==> src/verilog/can_xcvr_consts.svh <==
// Purpose: timing counts and limits for the transceiver control block
// Assumes: 10 MHz clock (100 ns period)
// Notes: times in ns, wake counts derived from the clock period, timeout and window counts given in cycles
`ifndef CAN_XCVR_CONSTS_SVH
`define CAN_XCVR_CONSTS_SVH
`define CLK_PERIOD_NS 100
`define FOLLOW_FAIL_LIMIT 3'h4
`define WAKE_PULSE_MIN_NS 2000
`define WAKE_PULSE_MIN_CYC ((`WAKE_PULSE_MIN_NS + `CLK_PERIOD_NS - 1) / `CLK_PERIOD_NS)
`define WAKE_FRAME_NS 1000000
`define WAKE_FRAME_CYC (`WAKE_FRAME_NS / `CLK_PERIOD_NS)
`define WAKE_FILTER_NS 4000
`define WAKE_FILTER_CYC ((`WAKE_FILTER_NS + `CLK_PERIOD_NS - 1) / `CLK_PERIOD_NS)
`define TX_DOM_TIMEOUT_CYC 20000
`define BUS_DOM_TIMEOUT_CYC 20000
`define FOLLOW_WINDOW_CYC 16
`endif

==> src/verilog/can_xcvr_pkg.sv <==
// Purpose: types shared by the transceiver control block
// Assumes: nothing
// Notes: constants live in can_xcvr_consts.svh
package can_xcvr_pkg;
  typedef enum logic [1:0] {
    MODE_ACTIVE = 2'b00,
    MODE_STANDBY = 2'b01,
    MODE_SLEEP = 2'b10
  } xcvr_mode_t;
  typedef enum logic [2:0] {
    PW_IDLE = 3'b000,
    PW_DOM1 = 3'b001,
    PW_GAP = 3'b010,
    PW_DOM2 = 3'b011,
    PW_DONE = 3'b100
  } pat_state_t;
  typedef struct packed {
    logic tx_dom_timeout;
    logic bus_perm_recessive;
    logic bus_perm_dominant;
    logic rx_perm_recessive;
  } fault_flags_t;
  typedef struct packed {
    logic err_handling_off;
    logic receive_only;
    logic loopback;
    logic wake_enable;
    logic pattern_wake;
  } xcvr_cfg_t;
endpackage
==> src/verilog/can_transceiver_control.sv <==
// Purpose: digital control and supervision of a CAN physical-layer transceiver
// Assumes: single 10 MHz clock, bus and pins sampled through two flip-flops
// Notes: tx_input/bus/rx_output are 0 when dominant; analog side not modelled
`timescale 1ns/100ps
`include "can_xcvr_consts.svh"

// Summary of operation
// [RL1] Transceiver enabled as soon as the digital supply power-on reset releases.
// [RL2] Of the faults, only tx timeout, bus/rx recessive, thermal, watchdog disable transmitter.
// [RL3] Receiver stays on under every fault condition.
// [RL4] A control bit turns off all error handling.
// [RL5] Tx dominant beyond timeout disables transmitter until status read clears.
// [RL6] Bus not following tx dominant 4 times disables transmitter until read.
// [RL7] Bus dominant beyond timeout latches status; transmitter stays enabled.
// [RL8] Rx output not following tx 4 times disables transmitter until read.
// [RL9] Bus wakeup monitored only in standby with wake option enabled.
// [RL10] Pattern wake: two dominant pulses over 2 us, gap over 2 us, within 1 ms.
// [RL11] Standby entered after permanent dominant wakes on recessive level.
// [RL12] Without pattern wake, any filtered bus transition wakes the device.
// [RL13] Sleep command deactivates, termination off, bus lines pulled to ground (code accepts it in active mode only).
// [RL14] Receive-only bit disables transmitter; listening and termination remain.
// [RL15] Disable pin high gives the same receive-only behaviour.
// [RL16] Loopback routes tx input straight to the receive output.
// [RL17] Disable pin active high: monitor only, termination stays active.
// [RL18] Follow counters count consecutive misses, restart on a followed edge.
module can_transceiver_control #(
  parameter int TX_DOM_TIMEOUT = `TX_DOM_TIMEOUT_CYC,
  parameter int BUS_DOM_TIMEOUT = `BUS_DOM_TIMEOUT_CYC,
  parameter int WAKE_FRAME = `WAKE_FRAME_CYC
) (
  // Clock and reset
  input wire logic clk,
  input wire logic sys_rst,
  // Protocol handler side
  input wire logic tx_input,
  output logic rx_output,
  input wire logic tx_disable_pin,
  // Bus side (receiver comparator in, driver out)
  input wire logic bus_rx,
  output logic bus_drive_dom,
  output logic termination_on,
  output logic bus_to_ground,
  // Supervision inputs
  input wire logic digital_supply,
  input wire logic main_buck_thermal_shutdown,
  input wire logic watchdog,
  // Control
  input wire can_xcvr_pkg::xcvr_cfg_t cfg,
  input wire logic sleep_cmd,
  input wire logic wake_cmd,
  input wire logic standby_cmd,
  input wire logic status_read,
  // Status
  output can_xcvr_pkg::fault_flags_t status,
  output can_xcvr_pkg::xcvr_mode_t mode,
  output logic tx_enabled,
  output logic wake_event
);
  logic [1:0] tx_s, bus_s, dis_s, sup_s;
  logic tx_in, bus_in, dis_in, sup_in;
  always_ff @(posedge clk or posedge sys_rst) begin
    if (sys_rst) begin
      tx_s <= 2'h3;
      bus_s <= 2'h3;
      dis_s <= 2'h0;
      sup_s <= 2'h0;
    end else begin
      tx_s <= {tx_s[0], tx_input};
      bus_s <= {bus_s[0], bus_rx};
      dis_s <= {dis_s[0], tx_disable_pin};
      sup_s <= {sup_s[0], digital_supply};
    end
  end
  assign tx_in = tx_s[1];
  assign bus_in = bus_s[1];
  assign dis_in = dis_s[1];
  assign sup_in = sup_s[1];

  logic tx_prev_reg, bus_prev_reg;
  always_ff @(posedge clk or posedge sys_rst) begin
    if (sys_rst) begin
      tx_prev_reg <= 1'b1;
      bus_prev_reg <= 1'b1;
    end else begin
      tx_prev_reg <= tx_in;
      bus_prev_reg <= bus_in;
    end
  end
  wire tx_fall = tx_prev_reg & ~tx_in;

  // Dominant duration timers
  logic [31:0] tx_dom_cnt_reg, bus_dom_cnt_reg;
  always_ff @(posedge clk or posedge sys_rst) begin
    if (sys_rst) begin
      tx_dom_cnt_reg <= 32'h0;
      bus_dom_cnt_reg <= 32'h0;
    end else begin
      tx_dom_cnt_reg <= tx_in ? 32'h0 : (tx_dom_cnt_reg > TX_DOM_TIMEOUT ? tx_dom_cnt_reg : tx_dom_cnt_reg + 32'h1);
      bus_dom_cnt_reg <= bus_in ? 32'h0 :
        (bus_dom_cnt_reg > BUS_DOM_TIMEOUT ? bus_dom_cnt_reg : bus_dom_cnt_reg + 32'h1);
    end
  end
  wire tx_dom_to = tx_dom_cnt_reg == TX_DOM_TIMEOUT; // see [RL5]
  wire bus_dom_to = bus_dom_cnt_reg == BUS_DOM_TIMEOUT; // see [RL7]

  // Follow check: after each dominant tx edge while the transmitter is enabled, a window in which bus and rx must go dominant
  logic [4:0] win_reg;
  logic bus_seen_reg, rx_seen_reg;
  logic [2:0] bus_miss_reg, rx_miss_reg;
  wire win_end = win_reg == 5'h1;
  always_ff @(posedge clk or posedge sys_rst) begin
    if (sys_rst) begin
      win_reg <= 5'h0;
      bus_seen_reg <= 1'b0;
      rx_seen_reg <= 1'b0;
    end else if (tx_fall & tx_enabled) begin
      win_reg <= 5'(`FOLLOW_WINDOW_CYC);
      bus_seen_reg <= 1'b0;
      rx_seen_reg <= 1'b0;
    end else if (win_reg != 5'h0) begin
      win_reg <= win_reg - 5'h1;
      bus_seen_reg <= bus_seen_reg | ~bus_in;
      rx_seen_reg <= rx_seen_reg | ~rx_output;
    end
  end
  always_ff @(posedge clk or posedge sys_rst) begin
    if (sys_rst) begin
      bus_miss_reg <= 3'h0;
      rx_miss_reg <= 3'h0;
    end else if (win_end) begin
      // Restart after a flagged run too, so a fault that persists past a read is caught again
      bus_miss_reg <= (bus_seen_reg | bus_miss_reg == `FOLLOW_FAIL_LIMIT - 3'h1) ? 3'h0 : bus_miss_reg + 3'h1; // see [RL18]
      rx_miss_reg <= (rx_seen_reg | rx_miss_reg == `FOLLOW_FAIL_LIMIT - 3'h1) ? 3'h0 : rx_miss_reg + 3'h1; // see [RL18]
    end
  end
  wire bus_rec_evt = win_end & ~bus_seen_reg & (bus_miss_reg == `FOLLOW_FAIL_LIMIT - 3'h1); // see [RL6]
  wire rx_rec_evt = win_end & ~rx_seen_reg & (rx_miss_reg == `FOLLOW_FAIL_LIMIT - 3'h1); // see [RL8]

  // Sticky status; a new event beats the read clear
  wire chk = ~cfg.err_handling_off; // see [RL4]
  can_xcvr_pkg::fault_flags_t status_next;
  always_comb begin
    status_next = status_read ? '0 : status;
    if (chk & tx_dom_to) status_next.tx_dom_timeout = 1'b1; // see [RL5]
    if (chk & bus_rec_evt) status_next.bus_perm_recessive = 1'b1; // see [RL6]
    if (chk & bus_dom_to) status_next.bus_perm_dominant = 1'b1; // see [RL7]
    if (chk & rx_rec_evt) status_next.rx_perm_recessive = 1'b1; // see [RL8]
  end
  always_ff @(posedge clk or posedge sys_rst) begin
    if (sys_rst) begin
      status <= '0;
    end else begin
      status <= status_next;
    end
  end

  // Mode control
  logic perm_dom_standby_reg;
  logic [7:0] filt_cnt_reg;
  logic wake_go;
  logic boot_reg;
  always_ff @(posedge clk or posedge sys_rst) begin
    if (sys_rst) begin
      mode <= can_xcvr_pkg::MODE_SLEEP;
      perm_dom_standby_reg <= 1'b0;
    end else if (~sup_in) begin
      mode <= can_xcvr_pkg::MODE_SLEEP;
      perm_dom_standby_reg <= 1'b0;
    end else begin
      unique case (mode)
        can_xcvr_pkg::MODE_ACTIVE: begin
          if (sleep_cmd) begin
            mode <= can_xcvr_pkg::MODE_SLEEP; // see [RL13]
          end else if (standby_cmd) begin
            mode <= can_xcvr_pkg::MODE_STANDBY;
            perm_dom_standby_reg <= bus_dom_cnt_reg >= BUS_DOM_TIMEOUT; // see [RL11]
          end
        end
        can_xcvr_pkg::MODE_STANDBY: begin
          if (wake_go | wake_cmd) mode <= can_xcvr_pkg::MODE_ACTIVE;
        end
        can_xcvr_pkg::MODE_SLEEP: begin
          if (wake_cmd | boot_reg) begin
            mode <= can_xcvr_pkg::MODE_ACTIVE; // see [RL1]
          end
        end
        default: mode <= can_xcvr_pkg::MODE_SLEEP;
      endcase
    end
  end
  // Every supply release, at power-on or after a supply loss, brings the transceiver up by itself
  always_ff @(posedge clk or posedge sys_rst) begin
    if (sys_rst) begin
      boot_reg <= 1'b1;
    end else if (sup_in & mode == can_xcvr_pkg::MODE_SLEEP & boot_reg) begin
      boot_reg <= 1'b0; // see [RL1]
    end else if (~sup_in) begin
      boot_reg <= 1'b1;
    end
  end

  // Wakeup detection
  wire monitor = (mode == can_xcvr_pkg::MODE_STANDBY) & cfg.wake_enable; // see [RL9]
  can_xcvr_pkg::pat_state_t pw_reg;
  logic [7:0] seg_cnt_reg;
  logic [31:0] frame_cnt_reg;
  wire seg_ok = seg_cnt_reg >= 8'(`WAKE_PULSE_MIN_CYC);
  always_ff @(posedge clk or posedge sys_rst) begin
    if (sys_rst) begin
      filt_cnt_reg <= 8'h0;
    end else begin
      filt_cnt_reg <= (~monitor | bus_in == bus_prev_reg & filt_cnt_reg == 8'h0) ? 8'h0 :
        (bus_in != bus_prev_reg ? 8'h1 : filt_cnt_reg + 8'h1);
    end
  end
  always_ff @(posedge clk or posedge sys_rst) begin
    if (sys_rst) begin
      pw_reg <= can_xcvr_pkg::PW_IDLE;
      seg_cnt_reg <= 8'h0;
      frame_cnt_reg <= 32'h0;
    end else if (~monitor) begin
      pw_reg <= can_xcvr_pkg::PW_IDLE;
      seg_cnt_reg <= 8'h0;
      frame_cnt_reg <= 32'h0;
    end else begin
      seg_cnt_reg <= (bus_in != bus_prev_reg) ? 8'h0 : (seg_ok ? seg_cnt_reg : seg_cnt_reg + 8'h1);
      frame_cnt_reg <= (pw_reg == can_xcvr_pkg::PW_IDLE) ? 32'h0 : frame_cnt_reg + 32'h1;
      if (pw_reg != can_xcvr_pkg::PW_IDLE && frame_cnt_reg >= WAKE_FRAME) begin
        pw_reg <= can_xcvr_pkg::PW_IDLE; // see [RL10]
      end else begin
        unique case (pw_reg)
          can_xcvr_pkg::PW_IDLE: if (bus_prev_reg & ~bus_in) pw_reg <= can_xcvr_pkg::PW_DOM1;
          can_xcvr_pkg::PW_DOM1: if (bus_in) pw_reg <= seg_ok ? can_xcvr_pkg::PW_GAP : can_xcvr_pkg::PW_IDLE;
          can_xcvr_pkg::PW_GAP: if (~bus_in) pw_reg <= seg_ok ? can_xcvr_pkg::PW_DOM2 : can_xcvr_pkg::PW_IDLE;
          can_xcvr_pkg::PW_DOM2: if (seg_ok) pw_reg <= can_xcvr_pkg::PW_DONE;
            else if (bus_in) pw_reg <= can_xcvr_pkg::PW_IDLE;
          can_xcvr_pkg::PW_DONE: pw_reg <= can_xcvr_pkg::PW_DONE;
          default: pw_reg <= can_xcvr_pkg::PW_IDLE;
        endcase
      end
    end
  end
  always_comb begin
    if (~monitor) begin
      wake_go = 1'b0;
    end else if (perm_dom_standby_reg & bus_in & seg_ok) begin
      wake_go = 1'b1; // see [RL11]
    end else if (cfg.pattern_wake) begin
      wake_go = pw_reg == can_xcvr_pkg::PW_DONE; // see [RL10]
    end else begin
      wake_go = filt_cnt_reg >= 8'(`WAKE_FILTER_CYC); // see [RL12]
    end
  end
  always_ff @(posedge clk or posedge sys_rst) begin
    if (sys_rst) begin
      wake_event <= 1'b0;
    end else begin
      wake_event <= wake_go;
    end
  end

  // Transmitter enable and pin outputs
  wire tx_fault = status.tx_dom_timeout | status.bus_perm_recessive | status.rx_perm_recessive; // see [RL2]
  wire tx_en_next = (mode == can_xcvr_pkg::MODE_ACTIVE) & ~tx_fault & ~main_buck_thermal_shutdown & ~watchdog
    & ~cfg.receive_only & ~dis_in; // see [RL14] see [RL15] see [RL17]
  always_ff @(posedge clk or posedge sys_rst) begin
    if (sys_rst) begin
      tx_enabled <= 1'b0;
      bus_drive_dom <= 1'b0;
      rx_output <= 1'b1;
      termination_on <= 1'b0;
      bus_to_ground <= 1'b1;
    end else begin
      tx_enabled <= tx_en_next;
      bus_drive_dom <= tx_en_next & ~tx_in;
      rx_output <= cfg.loopback ? tx_in : bus_in; // see [RL16] see [RL3]
      termination_on <= mode != can_xcvr_pkg::MODE_SLEEP; // see [RL13] see [RL17]
      bus_to_ground <= mode == can_xcvr_pkg::MODE_SLEEP; // see [RL13]
    end
  end

  a_bus_dom_keeps_tx: assert property (@(posedge clk) disable iff (sys_rst)
    $rose(status.bus_perm_dominant) & ~status.tx_dom_timeout & ~status.bus_perm_recessive
    & ~status.rx_perm_recessive & mode == can_xcvr_pkg::MODE_ACTIVE & ~cfg.receive_only & ~dis_in
    & ~main_buck_thermal_shutdown & ~watchdog |-> ##1 tx_enabled) // see [RL7]
    else $error("bus dominant status disabled transmitter");
  a_fault_blocks_tx: assert property (@(posedge clk) disable iff (sys_rst)
    (status.tx_dom_timeout | status.bus_perm_recessive | status.rx_perm_recessive) |-> ##1 ~tx_enabled) // see [RL5]
    else $error("transmitter enabled with latched fault");
  a_loop_routes_tx: assert property (@(posedge clk) disable iff (sys_rst)
    cfg.loopback |=> rx_output == $past(tx_in)) // see [RL16]
    else $error("loopback not routing tx input");
  a_rx_follows_bus: assert property (@(posedge clk) disable iff (sys_rst)
    ~cfg.loopback |=> rx_output == $past(bus_in)) // see [RL3]
    else $error("receiver path not following bus");
  a_rxonly_no_tx: assert property (@(posedge clk) disable iff (sys_rst)
    (cfg.receive_only | dis_in) |=> ~bus_drive_dom & termination_on == ($past(mode) != can_xcvr_pkg::MODE_SLEEP)) // see [RL14]
    else $error("receive-only still driving");
  a_sleep_grounds: assert property (@(posedge clk) disable iff (sys_rst)
    mode == can_xcvr_pkg::MODE_SLEEP |=> bus_to_ground & ~termination_on & ~tx_enabled) // see [RL13]
    else $error("sleep mode not grounding bus");
  a_no_wake_off: assert property (@(posedge clk) disable iff (sys_rst)
    ~monitor |-> ##1 ~wake_event) // see [RL9]
    else $error("wake outside monitored standby");
  a_errs_off_quiet: assert property (@(posedge clk) disable iff (sys_rst)
    cfg.err_handling_off & status_read |=> status == '0) // see [RL4]
    else $error("status set with error handling off");
endmodule

==> config.mk <==
export PLATFORM = sky130hd
export DESIGN_NAME = can_transceiver_control
export DESIGN_NICKNAME = d
export VERILOG_FILES = /design/src/verilog/can_xcvr_pkg.sv /design/src/verilog/can_transceiver_control.sv
export VERILOG_INCLUDE_DIRS = /design/src /design/src/verilog
export SDC_FILE = /design/constraint.sdc
export NUM_CORES = 1
export LEC_CHECK = 0
export BUFFER_PORTS_ARGS = -buffer_cell sky130_fd_sc_hd__buf_2
export CORE_ASPECT_RATIO = 1.75
export CORE_UTILIZATION = 56
export CTS_CLUSTER_SIZE = 10
export DETAILED_ROUTE_END_ITERATION = 8
export GPL_TIMING_DRIVEN = 0
export PLACE_DENSITY_LB_ADDON = 0.08
export SLEW_MARGIN = 40
export SYNTH_ARGS = -nofsm -noshare
export SYNTH_HDL_FRONTEND = slang
export SYNTH_SLANG_ARGS = --single-unit
==> constraint.sdc <==
create_clock -name clk -period 4.4 [get_ports clk]
set_input_delay 0.44 -clock clk [delete_from_list [all_inputs] [get_ports clk]]
set_output_delay 0.44 -clock clk [all_outputs]
set_load 0.01 [all_outputs]
[Word level (Yosys, flattened, before mapping)]
Cells that the tools add are included.
Storage, ports and cells
  flip-flop bits (word level): 152
  latch bits: 0
  memory bits (writable): 0
  bits in read-only memories: 0
  bits of input ports: 17
  output and inout bits: 12
  logic and storage cells: 180
  memories kept: 0
Operators by class
  add/sub/neg operators: 8
  multipliers: 0
  divide/modulo/power cells: 0
  order comparisons: 6
  eq/ne operators: 28
  shift-type cells: 0
  mux-type cells: 50
  bitwise gates (word level): 44
  reductions and logical operators: 14
Operators with widths (count)
  $mux W32: 6
  $add A32 B1 Y32 const B: 3
  $eq A32 B15 Y1 const B: 2
  $gt A32 B15 Y1 const B: 2
  $mux W8: 5
  $ge A32 B14 Y1 const B: 1
  $ge A32 B15 Y1 const B: 1
  $mux W3: 9
  $and A1 B1 Y1: 23
  $mux W1: 18
  $add A8 B1 Y8 const B: 2
  $pmux W3 S5: 1
  $mux W2: 7
  $eq A3 B2 Y1 const B: 4
  $ne A4 B4 Y1 const B: 3
  $not A1 Y1: 12
  $mux W5: 2
  $ne A2 B2 Y1 const B: 5
  $reduce_bool A2 Y1: 5
  $or A1 B1 Y1: 9
  $ge A8 B5 Y1 const B: 1
  $ge A8 B6 Y1 const B: 1
  $logic_not A8 Y1: 1
  $add A3 B1 Y3 const B: 2
  22 further kinds: 25

[Logic depth before layout (Yosys ltp)]
  word-level depth: 9
  depth in mapped cells: 9

[Worst setup path after synthesis]
No wires, ideal clock.
  path type: register to register
  start: reg bus_dom_cnt_reg[13]
  end: reg bus_dom_cnt_reg[10]
  arrival: 1939 ps
  slack: 2383 ps
  cell stages (with the launch flop): 7
  path buffers: 1
  period minus slack after synthesis: 2017 ps
  cell sequence: dfrtp_1 -> or4_1 -> nor3_2 -> a21boi_1 -> buf_2 -> or4_1 -> a21oi_1
On the way
  longest elaborated chain between the ends: 2
RTL lines
  start: declaration: line can_transceiver_control.sv:92  | logic [31:0] tx_dom_cnt_reg, bus_dom_cnt_reg;
  start signal: assignment: line can_transceiver_control.sv:99  | bus_dom_cnt_reg <= bus_in ? 32'h0 :
  $gt A32 B15 Y1: line can_transceiver_control.sv:100  | (bus_dom_cnt_reg > BUS_DOM_TIMEOUT ? bus_dom_cnt_reg : bus_dom_cnt_reg + 32'h1);
  $ne A2 B2 Y1 (no line)
No other way between the ends.
A chain may end at the register's enable or synchronous reset.

[Final worst setup path]
  start: reg tx_dom_cnt_reg[29]
  end: reg tx_dom_cnt_reg[6]
On the way
  longest elaborated chain between the ends: 2
RTL lines
  start: declaration: line can_transceiver_control.sv:92
  start signal: assignment: line can_transceiver_control.sv:98  | tx_dom_cnt_reg <= tx_in ? 32'h0 : (tx_dom_cnt_reg > TX_DOM_TIMEOUT ? tx_dom_cnt_reg : tx_dom_cnt_reg + 32'h1);
  $gt A32 B15 Y1: line can_transceiver_control.sv:98
  $ne A2 B2 Y1 (no line)
No other way between the ends.

==> run_results.csv <==
group,metric,value,unit
global_routing,track_usage,25.46,%
floorplanning,chipWidth,87.40,um
sta,slew_violations,0,
logic_synthesis,synth_cell_type_count,52,
clock_tree,hold_buffers,0,
setup_path,critPathMaxFanout,10,
sta,worst_slack,1.878,ns
global_routing,grt_first_pass_wirelength,25.74,mm
setup_path,reg2reg_depth,5,
flow_run,cap_violations,0,
power,ir_worst_vdd,0.2853,mV
final_layout,layout.nets,807,
clock_tree,cts_tree,"yes",
clock_tree,cts-root-buf,"clkbuf_16",
sta,rsz0062_at_grt,"no",
clock_tree,clock_latency,0.41,ns
setup_path,cp_common_cell,"nor4_1",
placement,dp_slack,1.888,ns
placement,hpwl,11.07,mm
route,ant_nets,0,
sta,tightest_slew,0.7589,ns
sta,hold_viol,0,
logic_synthesis,syn_avg_cell_area,9.996,um^2
setup_path,slowest_stage,"nor4_1",
setup_path,critPathTopFamily,"simple AND/OR/NAND/NOR gates",
sta,fin_crit_sh,57.31,%
clock_tree,cts_resized,0,
route,first_pass_iters,4,
logic_synthesis,synth_warnings,0,
logic_synthesis,synth_area,7147,um^2
setup_path,worstSetupPathType,"reg -> reg",
setup_path,rr_startpoint,"tx_dom_cnt_reg[29]",
floorplanning,io_pins,29,
status,status,"complete, no violations",
floorplanning,die_h,151.4,um
sta,fmax,396.6,MHz
final_layout,layout.cells.most_common,"dfrtp_1",
clock_tree,postCtsSetupBuffers,0,
route,drc,0,
route,drtIter0Drc,254,
route,via_per_inst,5.770,
sta,setup_viol,0,
floorplanning,rows,54,
placement,gp_congestion,0.8928,
sta,fin_skew,0.01507,ns
final_layout,drive_above_1_share,11.78,%
floorplanning,initial_utilization,57.49,%
floorplanning,core,12430,um^2
setup_path,path_buf_inv,1,
sta,slew_headroom,48.94,%
setup_path,endpoint_kind,"flip-flop",
placement,dpl.cell_count,918,
clock_tree,clkSlewWorstSetupHoldPaths,0.06,ns
setup_path,cp-start-kind,"flip-flop",
logic_synthesis,synth-main-ff-cell,"dfrtp_1",
global_routing,grt.overflow.total,0,
setup_path,rrSetupSlack,1.88,ns
power,power.leakage,0.003596,uW
setup_path,max_stage_delay,0.51,ns
setup_path,path_cells,"nor4_1, nand4_1, clkbuf_1, nor4_1, mux2_2",
final_layout,fin_cells,949,
clock_tree,h-tree-depth,4,
final_layout,final_cell_mix,"dfrtp_1 (142), nor2_1 (72), nand2_1 (46)",
floorplanning,die_area,13240,um^2
logic_synthesis,synth_edf_count,0,
clock_tree,cts.sinks,152,
global_routing,grt_pass1_vias,5503,
setup_path,worstPathRequired,4.70,ns
logic_synthesis,synthArstFlopShare,100.0,%
route,routed_wl,15.38,mm
setup_path,arrival,2.82,ns
final_layout,antenna_cells,0,
logic_synthesis,syn_nets,753,
placement,numPortBuffers,28,
logic_synthesis,yosysSeqAreaShare,53.40,%
sta,fin_crit,2.522,ns
final_layout,syn2layout_area_growth,16.84,%
route,dr_total_vias,5476,
setup_path,r2r-end,"tx_dom_cnt_reg[6]",
power,power_density,416.8,nW/um^2
clock_tree,clockBufferDepth,2,
sta,setup-tns-final,0,ns
global_routing,grt_max_degree,27,
logic_synthesis,yosys_register_bits,152,
hold_path,hold_path.class,"in -> async",
logic_synthesis,synthCells,715,
route,wl_per_cell,16.20,um
final_layout,fillers,991,
global_routing,antenna_found_initial,0,
clock_tree,cts_buffers,17,
metal layers:
metal	wire [um]	global-route usage (%)	up-vias	share of wire, %
met4	289	10.98	0	1.9
met5	0	0	-	0
li1	-	-	2646	-
met1	6253	27.85	2704	41
met3	417	5.068	22	2.7
met2	8418	46.84	104	55
area by class of cell:
type                       count  area [um^2]  area share (%)
sequential                   152         3816           45.70
tap                          168        210.2           2.517
buffer                        23        90.09           1.079
inverter                      36        138.9           1.663
timing repair buffer          35        317.8           3.806
clock inverter                11        220.2           2.637
multi-input combinational    504         3110           37.25
clock buffer                  20        446.7           5.349
cells by family (layout without fill, tap and decap cells):
family                     count (synthesis)  in the layout  share of synthesized area, %
buffers and inverters                     59            125                         3.151
muxes                                      9              9                         1.348
DFF                                      152            152                         53.40
and+or+nand+nor                          340            340                         25.72
adders and majority gates                 21             21                         3.676
xor gates and xnor gates                  34             34                         4.167
AOI/OAI and AO/OA                        100            100                         8.543
stage by stage:
stage          power [uW]  instance area, um^2  hold slack, ns  util [%]
3_5_place_dp         1859                 7679          0.3524     61.77
3_3_place_gp         1825                 7501          0.3362     60.34
2_1_floorplan        1746                 7151          0.3312         -
4_1_cts              3509                 8346        0.007981     67.13
6_report             3481                 8351         0.01188     67.17
5_1_grt              3618                 8351        0.002956     67.17
how the worst max path moves through the flow:
stage	from	endpoint	slack, ns	cells after the start
2_1_floorplan	sys_rst	bus_dom_cnt_reg[0]	2.05	1
3_3_place_gp	sys_rst	bus_dom_cnt_reg[17]	1.20	2
5_1_grt	tx_dom_cnt_reg[19]	tx_dom_cnt_reg[6]	1.70	5
6_report	tx_dom_cnt_reg[29]	tx_dom_cnt_reg[6]	1.88	5
3_5_place_dp	tx_dom_cnt_reg[19]	tx_dom_cnt_reg[6]	1.89	5
4_1_cts	tx_dom_cnt_reg[19]	tx_dom_cnt_reg[6]	1.84	5
power breakdown:
group | total [uW] | leakage, uW | internal [uW] | switching, uW
clock | 1640 | 0.000313 | 1080 | 563
sequential | 1520 | 0.00205 | 1470 | 48.7
combinational | 319 | 0.00123 | 131 | 188
synth_stat cells, types with 2 or more instances:
library cell  number  area share [%]
mux2i_1            4            0.56
nor2b_1           39             3.4
or3_1             24             2.1
and3_1            11            0.96
o31ai_1            9            0.95
nand3b_1           3            0.32
nand3_1           44             3.1
or2_2              2            0.18
nor4b_1            2            0.25
nand2_1           46             2.4
a21boi_0           2            0.21
ha_1              21             3.7
and2_1             6            0.53
or4_1             18             1.9
and4_1             5            0.61
a21oi_1           33             2.3
o41ai_1            4            0.49
nor4_1            23             2.0
o32ai_1            2            0.25
a211oi_1           4            0.42
xnor2_1           10             1.2
nor3_1            11            0.77
dfrtp_1          142              50
a41oi_1            2            0.25
dfstp_2           10             3.7
nand2b_1           8            0.70
a21o_1             3            0.32
inv_1             36             1.9
clkbuf_1          19             1.0
xor2_1            24             2.9
o211ai_1           2            0.21
mux2_2             5            0.79
buf_2              2            0.14
nand4_1           19             1.7
nor2_1            72             3.8
o22ai_1            2            0.18
a311oi_1           2            0.25
o21ai_0           29             2.0
or3b_2             2            0.25
No activity file was read; power rests on OpenSTA's default activity.
